## src/design/dac_map.vh

```
`ifndef DAC_MAP_VH
`define DAC_MAP_VH

`define DAC_WORD_W 14
`define DAC_LEVEL_W 16
`define DAC_LATENCY 6

`define DAC_CODE_MAX 16'sh1FFF
`define DAC_CODE_MIN (-16'sh2000)
`define DAC_CODE_MID 16'h2000

`define DAC_FMT_BIN_OFF 2'h0
`define DAC_FMT_BIN_ON 2'h1
`define DAC_FMT_TWO_ON 2'h2
`define DAC_FMT_TWO_OFF 2'h3

`define DAC_PWR_NORMAL 2'h0
`define DAC_PWR_HIZ 2'h1
`define DAC_PWR_NAP 2'h2
`define DAC_PWR_SLEEP 2'h3

`define DAC_ADDR_W 4
`define DAC_OFF_CONFIG 4'h0
`define DAC_OFF_STATUS 4'h4
`define DAC_OFF_MASK 4'h8
`define DAC_OFF_STATE 4'hC

`define DAC_CONFIG_RESET 2'h3
`define DAC_RESP_OKAY 2'h0
`define DAC_RESP_SLVERR 2'h2

`endif

```

## src/design/dac_output_control.v

```verilog
`timescale 1ns/100ps
`include "dac_map.vh"

module dac_output_control #(
    parameter LATENCY = `DAC_LATENCY
) (
    input wire aclk,
    input wire aresetn,
    input wire [`DAC_ADDR_W-1:0] s_axi_awaddr,
    input wire s_axi_awvalid,
    output wire s_axi_awready,
    input wire [31:0] s_axi_wdata,
    input wire [3:0] s_axi_wstrb,
    input wire s_axi_wvalid,
    output wire s_axi_wready,
    output reg [1:0] s_axi_bresp,
    output reg s_axi_bvalid,
    input wire s_axi_bready,
    input wire [`DAC_ADDR_W-1:0] s_axi_araddr,
    input wire s_axi_arvalid,
    output wire s_axi_arready,
    output reg [31:0] s_axi_rdata,
    output reg [1:0] s_axi_rresp,
    output reg s_axi_rvalid,
    input wire s_axi_rready,
    input wire bus_swap_select,
    input wire chan_a_power_select,
    input wire chan_b_power_select,
    input wire chan_a_output_enable_n,
    input wire chan_b_output_enable_n,
    input wire [1:0] format_select,
    input wire chan_a_sample_clock,
    input wire chan_b_sample_clock,
    input wire signed [`DAC_LEVEL_W-1:0] chan_a_level,
    input wire signed [`DAC_LEVEL_W-1:0] chan_b_level,
    output reg [`DAC_WORD_W-1:0] bus_a_word,
    output reg bus_a_range_flag,
    output reg bus_a_oe,
    output reg [`DAC_WORD_W-1:0] bus_b_word,
    output reg bus_b_range_flag,
    output reg bus_b_oe,
    output reg stabilizer_on,
    output wire irq
);

    localparam SYNC_W = 9 + 2 * `DAC_LEVEL_W;
    localparam CW = `DAC_WORD_W + 1;

    // Quantise a level to {range flag, straight binary code}
    function [CW-1:0] dac_quantise;
        input signed [`DAC_LEVEL_W-1:0] lvl;
        reg [`DAC_LEVEL_W-1:0] sum;
        begin
            sum = lvl + `DAC_CODE_MID;
            if (lvl > `DAC_CODE_MAX) begin
                dac_quantise = {1'b1, {`DAC_WORD_W{1'b1}}};
            end else if (lvl < `DAC_CODE_MIN) begin
                dac_quantise = {1'b1, {`DAC_WORD_W{1'b0}}};
            end else begin
                dac_quantise = {1'b0, sum[`DAC_WORD_W-1:0]};
            end
        end
    endfunction

    // Power and output state from the two channel pins
    function [1:0] dac_power_mode;
        input pwr;
        input oe_n;
        begin
            dac_power_mode = {pwr, oe_n};
        end
    endfunction

    // Two sync stages for every pin input
    reg [SYNC_W-1:0] sync1_reg;
    reg [SYNC_W-1:0] sync2_reg;
    wire [SYNC_W-1:0] pins = {bus_swap_select, chan_a_power_select, chan_b_power_select,
        chan_a_output_enable_n, chan_b_output_enable_n, format_select,
        chan_a_sample_clock, chan_b_sample_clock, chan_a_level, chan_b_level};

    always @(posedge aclk) begin
        if (!aresetn) begin
            sync1_reg <= {SYNC_W{1'b0}};
            sync2_reg <= {SYNC_W{1'b0}};
        end else begin
            sync1_reg <= pins;
            sync2_reg <= sync1_reg;
        end
    end

    wire swap_s = sync2_reg[SYNC_W-1];
    wire pwr_a_s = sync2_reg[SYNC_W-2];
    wire pwr_b_s = sync2_reg[SYNC_W-3];
    wire oen_a_s = sync2_reg[SYNC_W-4];
    wire oen_b_s = sync2_reg[SYNC_W-5];
    wire [1:0] fmt_s = sync2_reg[SYNC_W-6:SYNC_W-7];
    wire clk_a_s = sync2_reg[SYNC_W-8];
    wire clk_b_s = sync2_reg[SYNC_W-9];
    wire [`DAC_LEVEL_W-1:0] lvl_a_s = sync2_reg[2*`DAC_LEVEL_W-1:`DAC_LEVEL_W];
    wire [`DAC_LEVEL_W-1:0] lvl_b_s = sync2_reg[`DAC_LEVEL_W-1:0];

    wire [1:0] mode_a = dac_power_mode(pwr_a_s, oen_a_s);
    wire [1:0] mode_b = dac_power_mode(pwr_b_s, oen_b_s);
    wire run_a = !pwr_a_s;
    wire run_b = !pwr_b_s;
    wire drive_a = (mode_a == `DAC_PWR_NORMAL);
    wire drive_b = (mode_b == `DAC_PWR_NORMAL);
    wire twos = fmt_s[1];

    reg [1:0] config_reg;
    reg [1:0] status_reg;
    reg [1:0] mask_reg;

    reg clk_a_prev_reg;
    reg clk_b_prev_reg;
    reg [`DAC_LEVEL_W-1:0] hold_a_reg;
    reg [`DAC_LEVEL_W-1:0] hold_b_reg;
    // A capture needs a synced rising edge on a running, enabled channel,
    // so nap and sleep freeze the whole pipeline until the channel wakes
    wire rise_a = clk_a_s && !clk_a_prev_reg && run_a && config_reg[0];
    wire rise_b = clk_b_s && !clk_b_prev_reg && run_b && config_reg[1];

    // Stage pipelines, index 0 is the newest sample
    reg [CW-1:0] pipe_a [0:LATENCY-1];
    reg [CW-1:0] pipe_b [0:LATENCY-1];
    reg [CW-1:0] out_a_reg;
    reg [CW-1:0] out_b_reg;
    integer i;

    always @(posedge aclk) begin
        if (!aresetn) begin
            clk_a_prev_reg <= 1'b0;
            clk_b_prev_reg <= 1'b0;
            hold_a_reg <= {`DAC_LEVEL_W{1'b0}};
            hold_b_reg <= {`DAC_LEVEL_W{1'b0}};
            out_a_reg <= {CW{1'b0}};
            out_b_reg <= {CW{1'b0}};
            for (i = 0; i < LATENCY; i = i + 1) begin
                pipe_a[i] <= {CW{1'b0}};
                pipe_b[i] <= {CW{1'b0}};
            end
        end else begin
            clk_a_prev_reg <= clk_a_s;
            clk_b_prev_reg <= clk_b_s;
            // Track while low, freeze while high
            if (!clk_a_s) begin
                hold_a_reg <= lvl_a_s;
            end
            if (!clk_b_s) begin
                hold_b_reg <= lvl_b_s;
            end
            if (rise_a) begin
                pipe_a[0] <= dac_quantise(hold_a_reg);
                for (i = 1; i < LATENCY; i = i + 1) begin
                    pipe_a[i] <= pipe_a[i-1];
                end
                out_a_reg <= pipe_a[LATENCY-1];
            end
            if (rise_b) begin
                pipe_b[0] <= dac_quantise(hold_b_reg);
                for (i = 1; i < LATENCY; i = i + 1) begin
                    pipe_b[i] <= pipe_b[i-1];
                end
                out_b_reg <= pipe_b[LATENCY-1];
            end
        end
    end

    // Output coding, top bit inverted for twos complement
    wire [`DAC_WORD_W-1:0] word_a = out_a_reg[`DAC_WORD_W-1:0] ^ {twos, {(`DAC_WORD_W-1){1'b0}}};
    wire [`DAC_WORD_W-1:0] word_b = out_b_reg[`DAC_WORD_W-1:0] ^ {twos, {(`DAC_WORD_W-1){1'b0}}};
    wire flag_a = out_a_reg[CW-1];
    wire flag_b = out_b_reg[CW-1];

    always @(posedge aclk) begin
        if (!aresetn) begin
            bus_a_word <= {`DAC_WORD_W{1'b0}};
            bus_b_word <= {`DAC_WORD_W{1'b0}};
            bus_a_range_flag <= 1'b0;
            bus_b_range_flag <= 1'b0;
            bus_a_oe <= 1'b0;
            bus_b_oe <= 1'b0;
            stabilizer_on <= 1'b0;
        end else begin
            stabilizer_on <= (fmt_s == `DAC_FMT_BIN_ON) || (fmt_s == `DAC_FMT_TWO_ON);
            if (swap_s) begin
                bus_a_word <= word_a;
                bus_a_range_flag <= flag_a;
                bus_a_oe <= drive_a;
                bus_b_word <= word_b;
                bus_b_range_flag <= flag_b;
                bus_b_oe <= drive_b;
            end else begin
                bus_a_word <= word_b;
                bus_a_range_flag <= flag_b;
                bus_a_oe <= drive_b;
                bus_b_word <= word_a;
                bus_b_range_flag <= flag_a;
                bus_b_oe <= drive_a;
            end
        end
    end

    // Range events: a new out-of-range word loaded into a channel buffer
    reg rise_a_d_reg;
    reg rise_b_d_reg;
    wire [1:0] events = {rise_b_d_reg && flag_b, rise_a_d_reg && flag_a};

    // AXI4-Lite slave
    reg aw_have_reg;
    reg w_have_reg;
    reg [`DAC_ADDR_W-1:0] aw_addr_reg;
    reg [31:0] w_data_reg;
    reg [3:0] w_strb_reg;
    assign s_axi_awready = !aw_have_reg && !s_axi_bvalid;
    assign s_axi_wready = !w_have_reg && !s_axi_bvalid;
    assign s_axi_arready = !s_axi_rvalid;
    wire do_write = aw_have_reg && w_have_reg && !s_axi_bvalid;
    wire wr_status = do_write && aw_addr_reg == `DAC_OFF_STATUS && w_strb_reg[0];
    wire [1:0] w1c = wr_status ? w_data_reg[1:0] : 2'h0;
    wire [1:0] status_next = (status_reg & ~w1c) | events;

    always @(posedge aclk) begin
        if (!aresetn) begin
            rise_a_d_reg <= 1'b0;
            rise_b_d_reg <= 1'b0;
            aw_have_reg <= 1'b0;
            w_have_reg <= 1'b0;
            aw_addr_reg <= {`DAC_ADDR_W{1'b0}};
            w_data_reg <= 32'h0;
            w_strb_reg <= 4'h0;
            s_axi_bvalid <= 1'b0;
            s_axi_bresp <= `DAC_RESP_OKAY;
            s_axi_rvalid <= 1'b0;
            s_axi_rresp <= `DAC_RESP_OKAY;
            s_axi_rdata <= 32'h0;
            config_reg <= `DAC_CONFIG_RESET;
            status_reg <= 2'h0;
            mask_reg <= 2'h0;
        end else begin
            rise_a_d_reg <= rise_a;
            rise_b_d_reg <= rise_b;
            status_reg <= status_next;
            if (s_axi_awvalid && s_axi_awready) begin
                aw_have_reg <= 1'b1;
                aw_addr_reg <= s_axi_awaddr;
            end
            if (s_axi_wvalid && s_axi_wready) begin
                w_have_reg <= 1'b1;
                w_data_reg <= s_axi_wdata;
                w_strb_reg <= s_axi_wstrb;
            end
            if (do_write) begin
                aw_have_reg <= 1'b0;
                w_have_reg <= 1'b0;
                s_axi_bvalid <= 1'b1;
                s_axi_bresp <= `DAC_RESP_OKAY;
                case (aw_addr_reg)
                    `DAC_OFF_CONFIG: begin
                        if (w_strb_reg[0]) begin
                            config_reg <= w_data_reg[1:0];
                        end
                    end
                    `DAC_OFF_MASK: begin
                        if (w_strb_reg[0]) begin
                            mask_reg <= w_data_reg[1:0];
                        end
                    end
                    `DAC_OFF_STATUS: begin
                    end
                    `DAC_OFF_STATE: begin
                    end
                    default: begin
                        s_axi_bresp <= `DAC_RESP_SLVERR;
                    end
                endcase
            end else if (s_axi_bvalid && s_axi_bready) begin
                s_axi_bvalid <= 1'b0;
            end
            if (s_axi_arvalid && s_axi_arready) begin
                s_axi_rvalid <= 1'b1;
                s_axi_rresp <= `DAC_RESP_OKAY;
                case (s_axi_araddr)
                    `DAC_OFF_CONFIG: s_axi_rdata <= {30'h0, config_reg};
                    `DAC_OFF_STATUS: s_axi_rdata <= {30'h0, status_reg};
                    `DAC_OFF_MASK: s_axi_rdata <= {30'h0, mask_reg};
                    `DAC_OFF_STATE: s_axi_rdata <= {23'h0, stabilizer_on, twos, fmt_s, swap_s, mode_b, mode_a};
                    default: begin
                        s_axi_rdata <= 32'h0;
                        s_axi_rresp <= `DAC_RESP_SLVERR;
                    end
                endcase
            end else if (s_axi_rvalid && s_axi_rready) begin
                s_axi_rvalid <= 1'b0;
            end
        end
    end

    // Level interrupt while any unmasked sticky event is pending
    assign irq = |(status_reg & mask_reg);

endmodule // dac_output_control

```

## config.mk

```make
export PLATFORM = sky130hd
export DESIGN_NAME = dac_output_control
export DESIGN_NICKNAME = d
export VERILOG_FILES = /design/src/design/dac_output_control.v
export VERILOG_INCLUDE_DIRS = /design/src /design/src/design
export SDC_FILE = /design/constraint.sdc
export NUM_CORES = 1
export LEC_CHECK = 0
export BUFFER_PORTS_ARGS = -buffer_cell sky130_fd_sc_hd__buf_4
export CAP_MARGIN = 25
export CORE_AREA = 3 3 195 140
export CTS_BUF_LIST = sky130_fd_sc_hd__clkbuf_4 sky130_fd_sc_hd__clkbuf_8
export CTS_CLUSTER_DIAMETER = 50
export DETAILED_ROUTE_END_ITERATION = 10
export DIE_AREA = 0 0 198 143
export HOLD_SLACK_MARGIN = 0.06
export PLACE_DENSITY_LB_ADDON = 0.12
export SLEW_MARGIN = 20
export SYNTH_ARGS = -nofsm -noshare
export SYNTH_HDL_FRONTEND = slang
export SYNTH_SLANG_ARGS = --single-unit
```

## constraint.sdc

```tcl
create_clock -name aclk -period 3.6 [get_ports aclk]
set_clock_uncertainty 0.2 [all_clocks]
set_input_delay 0.72 -clock aclk [delete_from_list [all_inputs] [get_ports aclk]]
set_output_delay 0.72 -clock aclk [all_outputs]
set_load 0.02 [all_outputs]
```

---- Word-level counts from Yosys, hierarchy flattened ----
Memories as Yosys holds them, arrays and structs flattened. A register that Yosys moved wholly into a read port is not among the register bits.
Index checks and enable logic that the tools add are counted.
word-level totals
  bits in read-only memories .............. 0
  latch bits .............................. 0
  bits in registers ....................... 204
  output and inout port bits .............. 75
  word-level logic and storage cells ...... 146
  memories kept ........................... 2
  bits in writable memories ............... 180
  input port bits ......................... 92
operators by class
  order comparisons ....................... 4
  div/mod/pow operators ................... 0
  reductions and logical operators ........ 42
  bitwise operators ....................... 19
  add/sub/neg operators ................... 2
  shift operators ......................... 0
  multipliers ............................. 0
  muxes and demuxes ....................... 41
  equality and inequality tests ........... 8
memory list
  name    words  width  rd ports  clocked after memory_dff  write ports  line                      source
  pipe_a  6      15     6         1                         6            dac_output_control.v:124  reg [CW-1:0] pipe_a [0:LATENCY-1];
  pipe_b  6      15     6         1                         6            dac_output_control.v:125  reg [CW-1:0] pipe_b [0:LATENCY-1];
operators with widths
  operator                  number
  $mux W15                  20
  $pmux W9 S4               1
  $gt A16 B14 Y1 const B    2
  $lt A16 B14 Y1 const B    2
  $add A14 B14 Y14 const B  2
  $mux W14                  2
  $xor A14 B14 Y14          2
  $logic_and A1 B1 Y1       19
  $eq A4 B4 Y1 const B      4
  $mux W1                   15
  $or A1 B1 Y1              12
  $logic_not A1 Y1          10
  $eq A4 B3 Y1 const B      2
  $logic_not A4 Y1          2
  $reduce_or A4 Y1          2
  $mux W2                   3
  $reduce_and A3 Y1         2
  $and A2 B2 Y2             2
  $logic_not A2 Y1          2
  $reduce_bool A2 Y1        2
  $reduce_or A2 Y1          2
  $eq A2 B1 Y1 const B      1
  $eq A2 B2 Y1 const B      1
  $not A2 Y2                1
  3 further kinds           3

---- Longest topological paths before layout ----
  depth in word-level cells ............... 8
  mapped depth ............................ 6
  mapped depth without buffers ............ 4

---- Least setup slack after synthesis ----
No wires, ideal clock.
  path type ............................... in2reg
  from .................................... input aresetn
  to ...................................... memory pipe_a[0][0] (netlist bit), enable pin
  library setup time ...................... 0.444 ns
  setup slack ............................. -0.017 ns
  cell stages on the path ................. 5
  arrival time ............................ 2.974 ns
  path through ............................ inv_1 > buf_2 > a21oi_2 > buf_2 > inv_1
RTL lines
  item                line                      source
  start: declaration  dac_output_control.v:8    input wire aresetn,
  end: declaration    dac_output_control.v:124

==> metrics.md <==
| Metric | Value |
|---|---|
| Status | complete, no violations |
| Yosys reg bits | 388 |
| Top_reg_cell synth | dfxtp_1 |
| Pwr Total | 8.98 mW |
| Largest net degree at the start of global routing | 94 |
| Core ar. | 0.0255 sq mm |
| Post-CTS Setup Inserts | 0 |
| # IOs | 167 |
| Final min period | 2.50 ns |
| Hold Crit Class | input pin to register |
| Tightest Pin Transition | 0.893 ns |
| Synthesized area per cell | 13.0 sq um |
| Detail Placement HPWL | 13800 um |
| Global route overflow | 0 |
| P&R area growth vs syn | 16.0% |
| Tot GR Track Use | 0.162 |
| Kind of critical path | register to register |
| Initial Util | 0.538 |
| Root buf cell | clkbuf_8 |
| Top cells by area, synth | edfxtp_1, dfxtp_1, and3_1 |
| CP startpoint kind | register |
| Std cell rows | 49 |
| Clk sinks | 388 |
| Dominant cell by count in the synthesized netlist | dfxtp_1 |
| Worst Setup End Kind | register |
| CTS Buf Count | 57 |
| DR iter-0 viols | 532 |
| Final core occ | 0.624 |
| Max-slew headroom | 0.403 |
| Clk_lat worst skew | 0.59 ns |
| Final hold vios | 0 |
| Hold Slack | 0.138 ns |
| Commonest cells in the synthesized netlist | dfxtp_1, edfxtp_1, and3_1 |
| Clock transition at path regs | 0.06 ns |
| Pre-antenna DRT Iters | 4 |
| Sequential share of the synthesized area | 0.698 |
| Post-CTS sizing | 0 |
| Hold_buf cts | 0 |
| Final Cell Area | 0.0159 sq mm |
| ANT nets after route | 0 |
| Die ar. | 0.0283 sq mm |
| Post-Route WL | 22800 um |
| Leak pwr | 6.75 nW |
| Synth cell types | 43 |
| WL per Instance | 14.9 um |
| Worst VDD drop | 0.381 mV |
| PD cells | 565 mW/mm^2 |
| Peak Freq | 400 MHz |
| IO buf count | 108 |
| Setup TNS | 0 ns |
| Post-DP Area | 0.0146 sq mm |
| CP Data Required Time | 3.71 ns |
| # diodes | 0 |
| Asr flop ratio synth | 0 |
| RSZ-0062 raised after global routing | false |
| Via-to-Cell Ratio | 4.85 |
| # H-tree levels | 2 |
| CTS max path bufs | 3 |
| Cell Area, Synth | 0.0137 sq mm |
| Vert. Die Dim | 143 um |
| Top cell type's share of synthesized area | 0.394 |
| Max-Cap Viols | 0 |
| Instance count of the mapped netlist | 1051 |
| Synthesis warning total | 0 |
| Layout Nets | 1247 |
| DRC violations left | 0 |
| Worst Path Max Fanout | 36 |
| First-pass GRT wire length | 36900 um |
| Final Setup Violations | 0 |
| TritonCTS clock tree | built |
| Final cycle utilization of the critical path | 0.695 |
| Die width | 198 um |
| Regs by FF count | pipe_a x90, pipe_b x90 |
| Biggest area consumer among synthesized cells | edfxtp_1 |
| Vias in the first global route | 6968 |
| Final GP Congestion | 0.755 |
| Slew Limit Fails | 0 |
| Worst path arrival time | 2.61 ns |
| EDFF count, synth | 180 |
| Initial antenna violation count | 0 |
| Layout cell share with drive strength beyond 1 | 0.205 |
| DR vias | 7434 |
-- metal layers --
layer / track usage / up-vias / share of wire
li1: - / 3886 / -
met1: 0.245 / 3340 / 0.51
met2: 0.235 / 169 / 0.42
met3: 0.0384 / 39 / 0.052
met4: 0.0495 / 0 / 0.019
met5: 0 / - / 0
-- power breakdown --
group	total (mW)	switching, mW	internal (mW)	leakage [nW]
clock	3.70	1.57	2.13	0.670
sequential	4.87	0.0686	4.80	3.58
combinational	0.414	0.255	0.159	2.50
total	8.98	1.89	7.09	6.75
-- cell type report --
type                            instances  area, sq um
Multi-Input combinational cell        579         3680
Sequential cell                       388         9570
Clock buffer                           95         1180
Clock inverter                         11         82.6
Timing Repair Buffer                  121          950
Tap cell                              331          414
Inverter                                8         33.8
Fill cell                            1993         9600
-- cell families (layout without fill, tap and decap cells) --
group | after synthesis | after routing | share of synthesized area
AO/OA/AOI/OAI | 87 | 87 | 0.0448
multiplexers | 75 | 75 | 0.0547
AND/OR/NAND/NOR | 389 | 389 | 0.160
buffers and inverters | 108 | 235 | 0.0402
other | 1 | 25 | 0.000273
XOR/XNOR | 3 | 3 | 0.00192
flip-flops | 388 | 388 | 0.698
-- worst max-delay path, cell delays in order, from the launching register on --
cell and delay (ns):
dfxtp_1 0.49, nor3b_4 0.09, a21oi_2 0.66, inv_2 0.48, buf_12 0.31
-- worst paths after layout --
path / startpoint / to / slack (ns) / cells past startpoint
worst max-delay path: sync2_reg[38]$_SDFF_PN0_ / pipe_b[5][7]$_SDFFCE_PN0P_ / 1.10 / 4
worst max register to register: sync2_reg[38]$_SDFF_PN0_ / pipe_b[5][7]$_SDFFCE_PN0P_ / 1.10 / 4
worst min-delay path: chan_a_level[12] / sync1_reg[28]$_SDFF_PN0_ / 0.14 / 2
worst min register to register: sync1_reg[16]$_SDFF_PN0_ / sync2_reg[16]$_SDFF_PN0_ / 0.22 / 1
-- metrics by stage --
stage | setup slack [ns] | cells
5_1_grt | 0.906 | 1533
3_5_place_dp | 0.712 | 1426
6_report | 1.10 | 1533
2_1_floorplan | 0.174 | 1075
4_1_cts | 1.07 | 1532
3_3_place_gp | 0.697 | 1426
-- cell usage in the layout (no fill, tap or decap), drive strengths merged, types with 3 or more instances in the layout --
cell type and instances:
conb 25, edfxtp 180, a32oi 6, buf 121, nand2 35, a21oi 40, and2 85, a22o 31
nor3 11, nand2b 3, mux2i 75, nor3b 4, dfxtp 208, clkbuf 95, clkinvlp 3, nor2 89
clkinv 8, inv 7, and3 152
No activity file was read; power rests on OpenSTA's default activity.
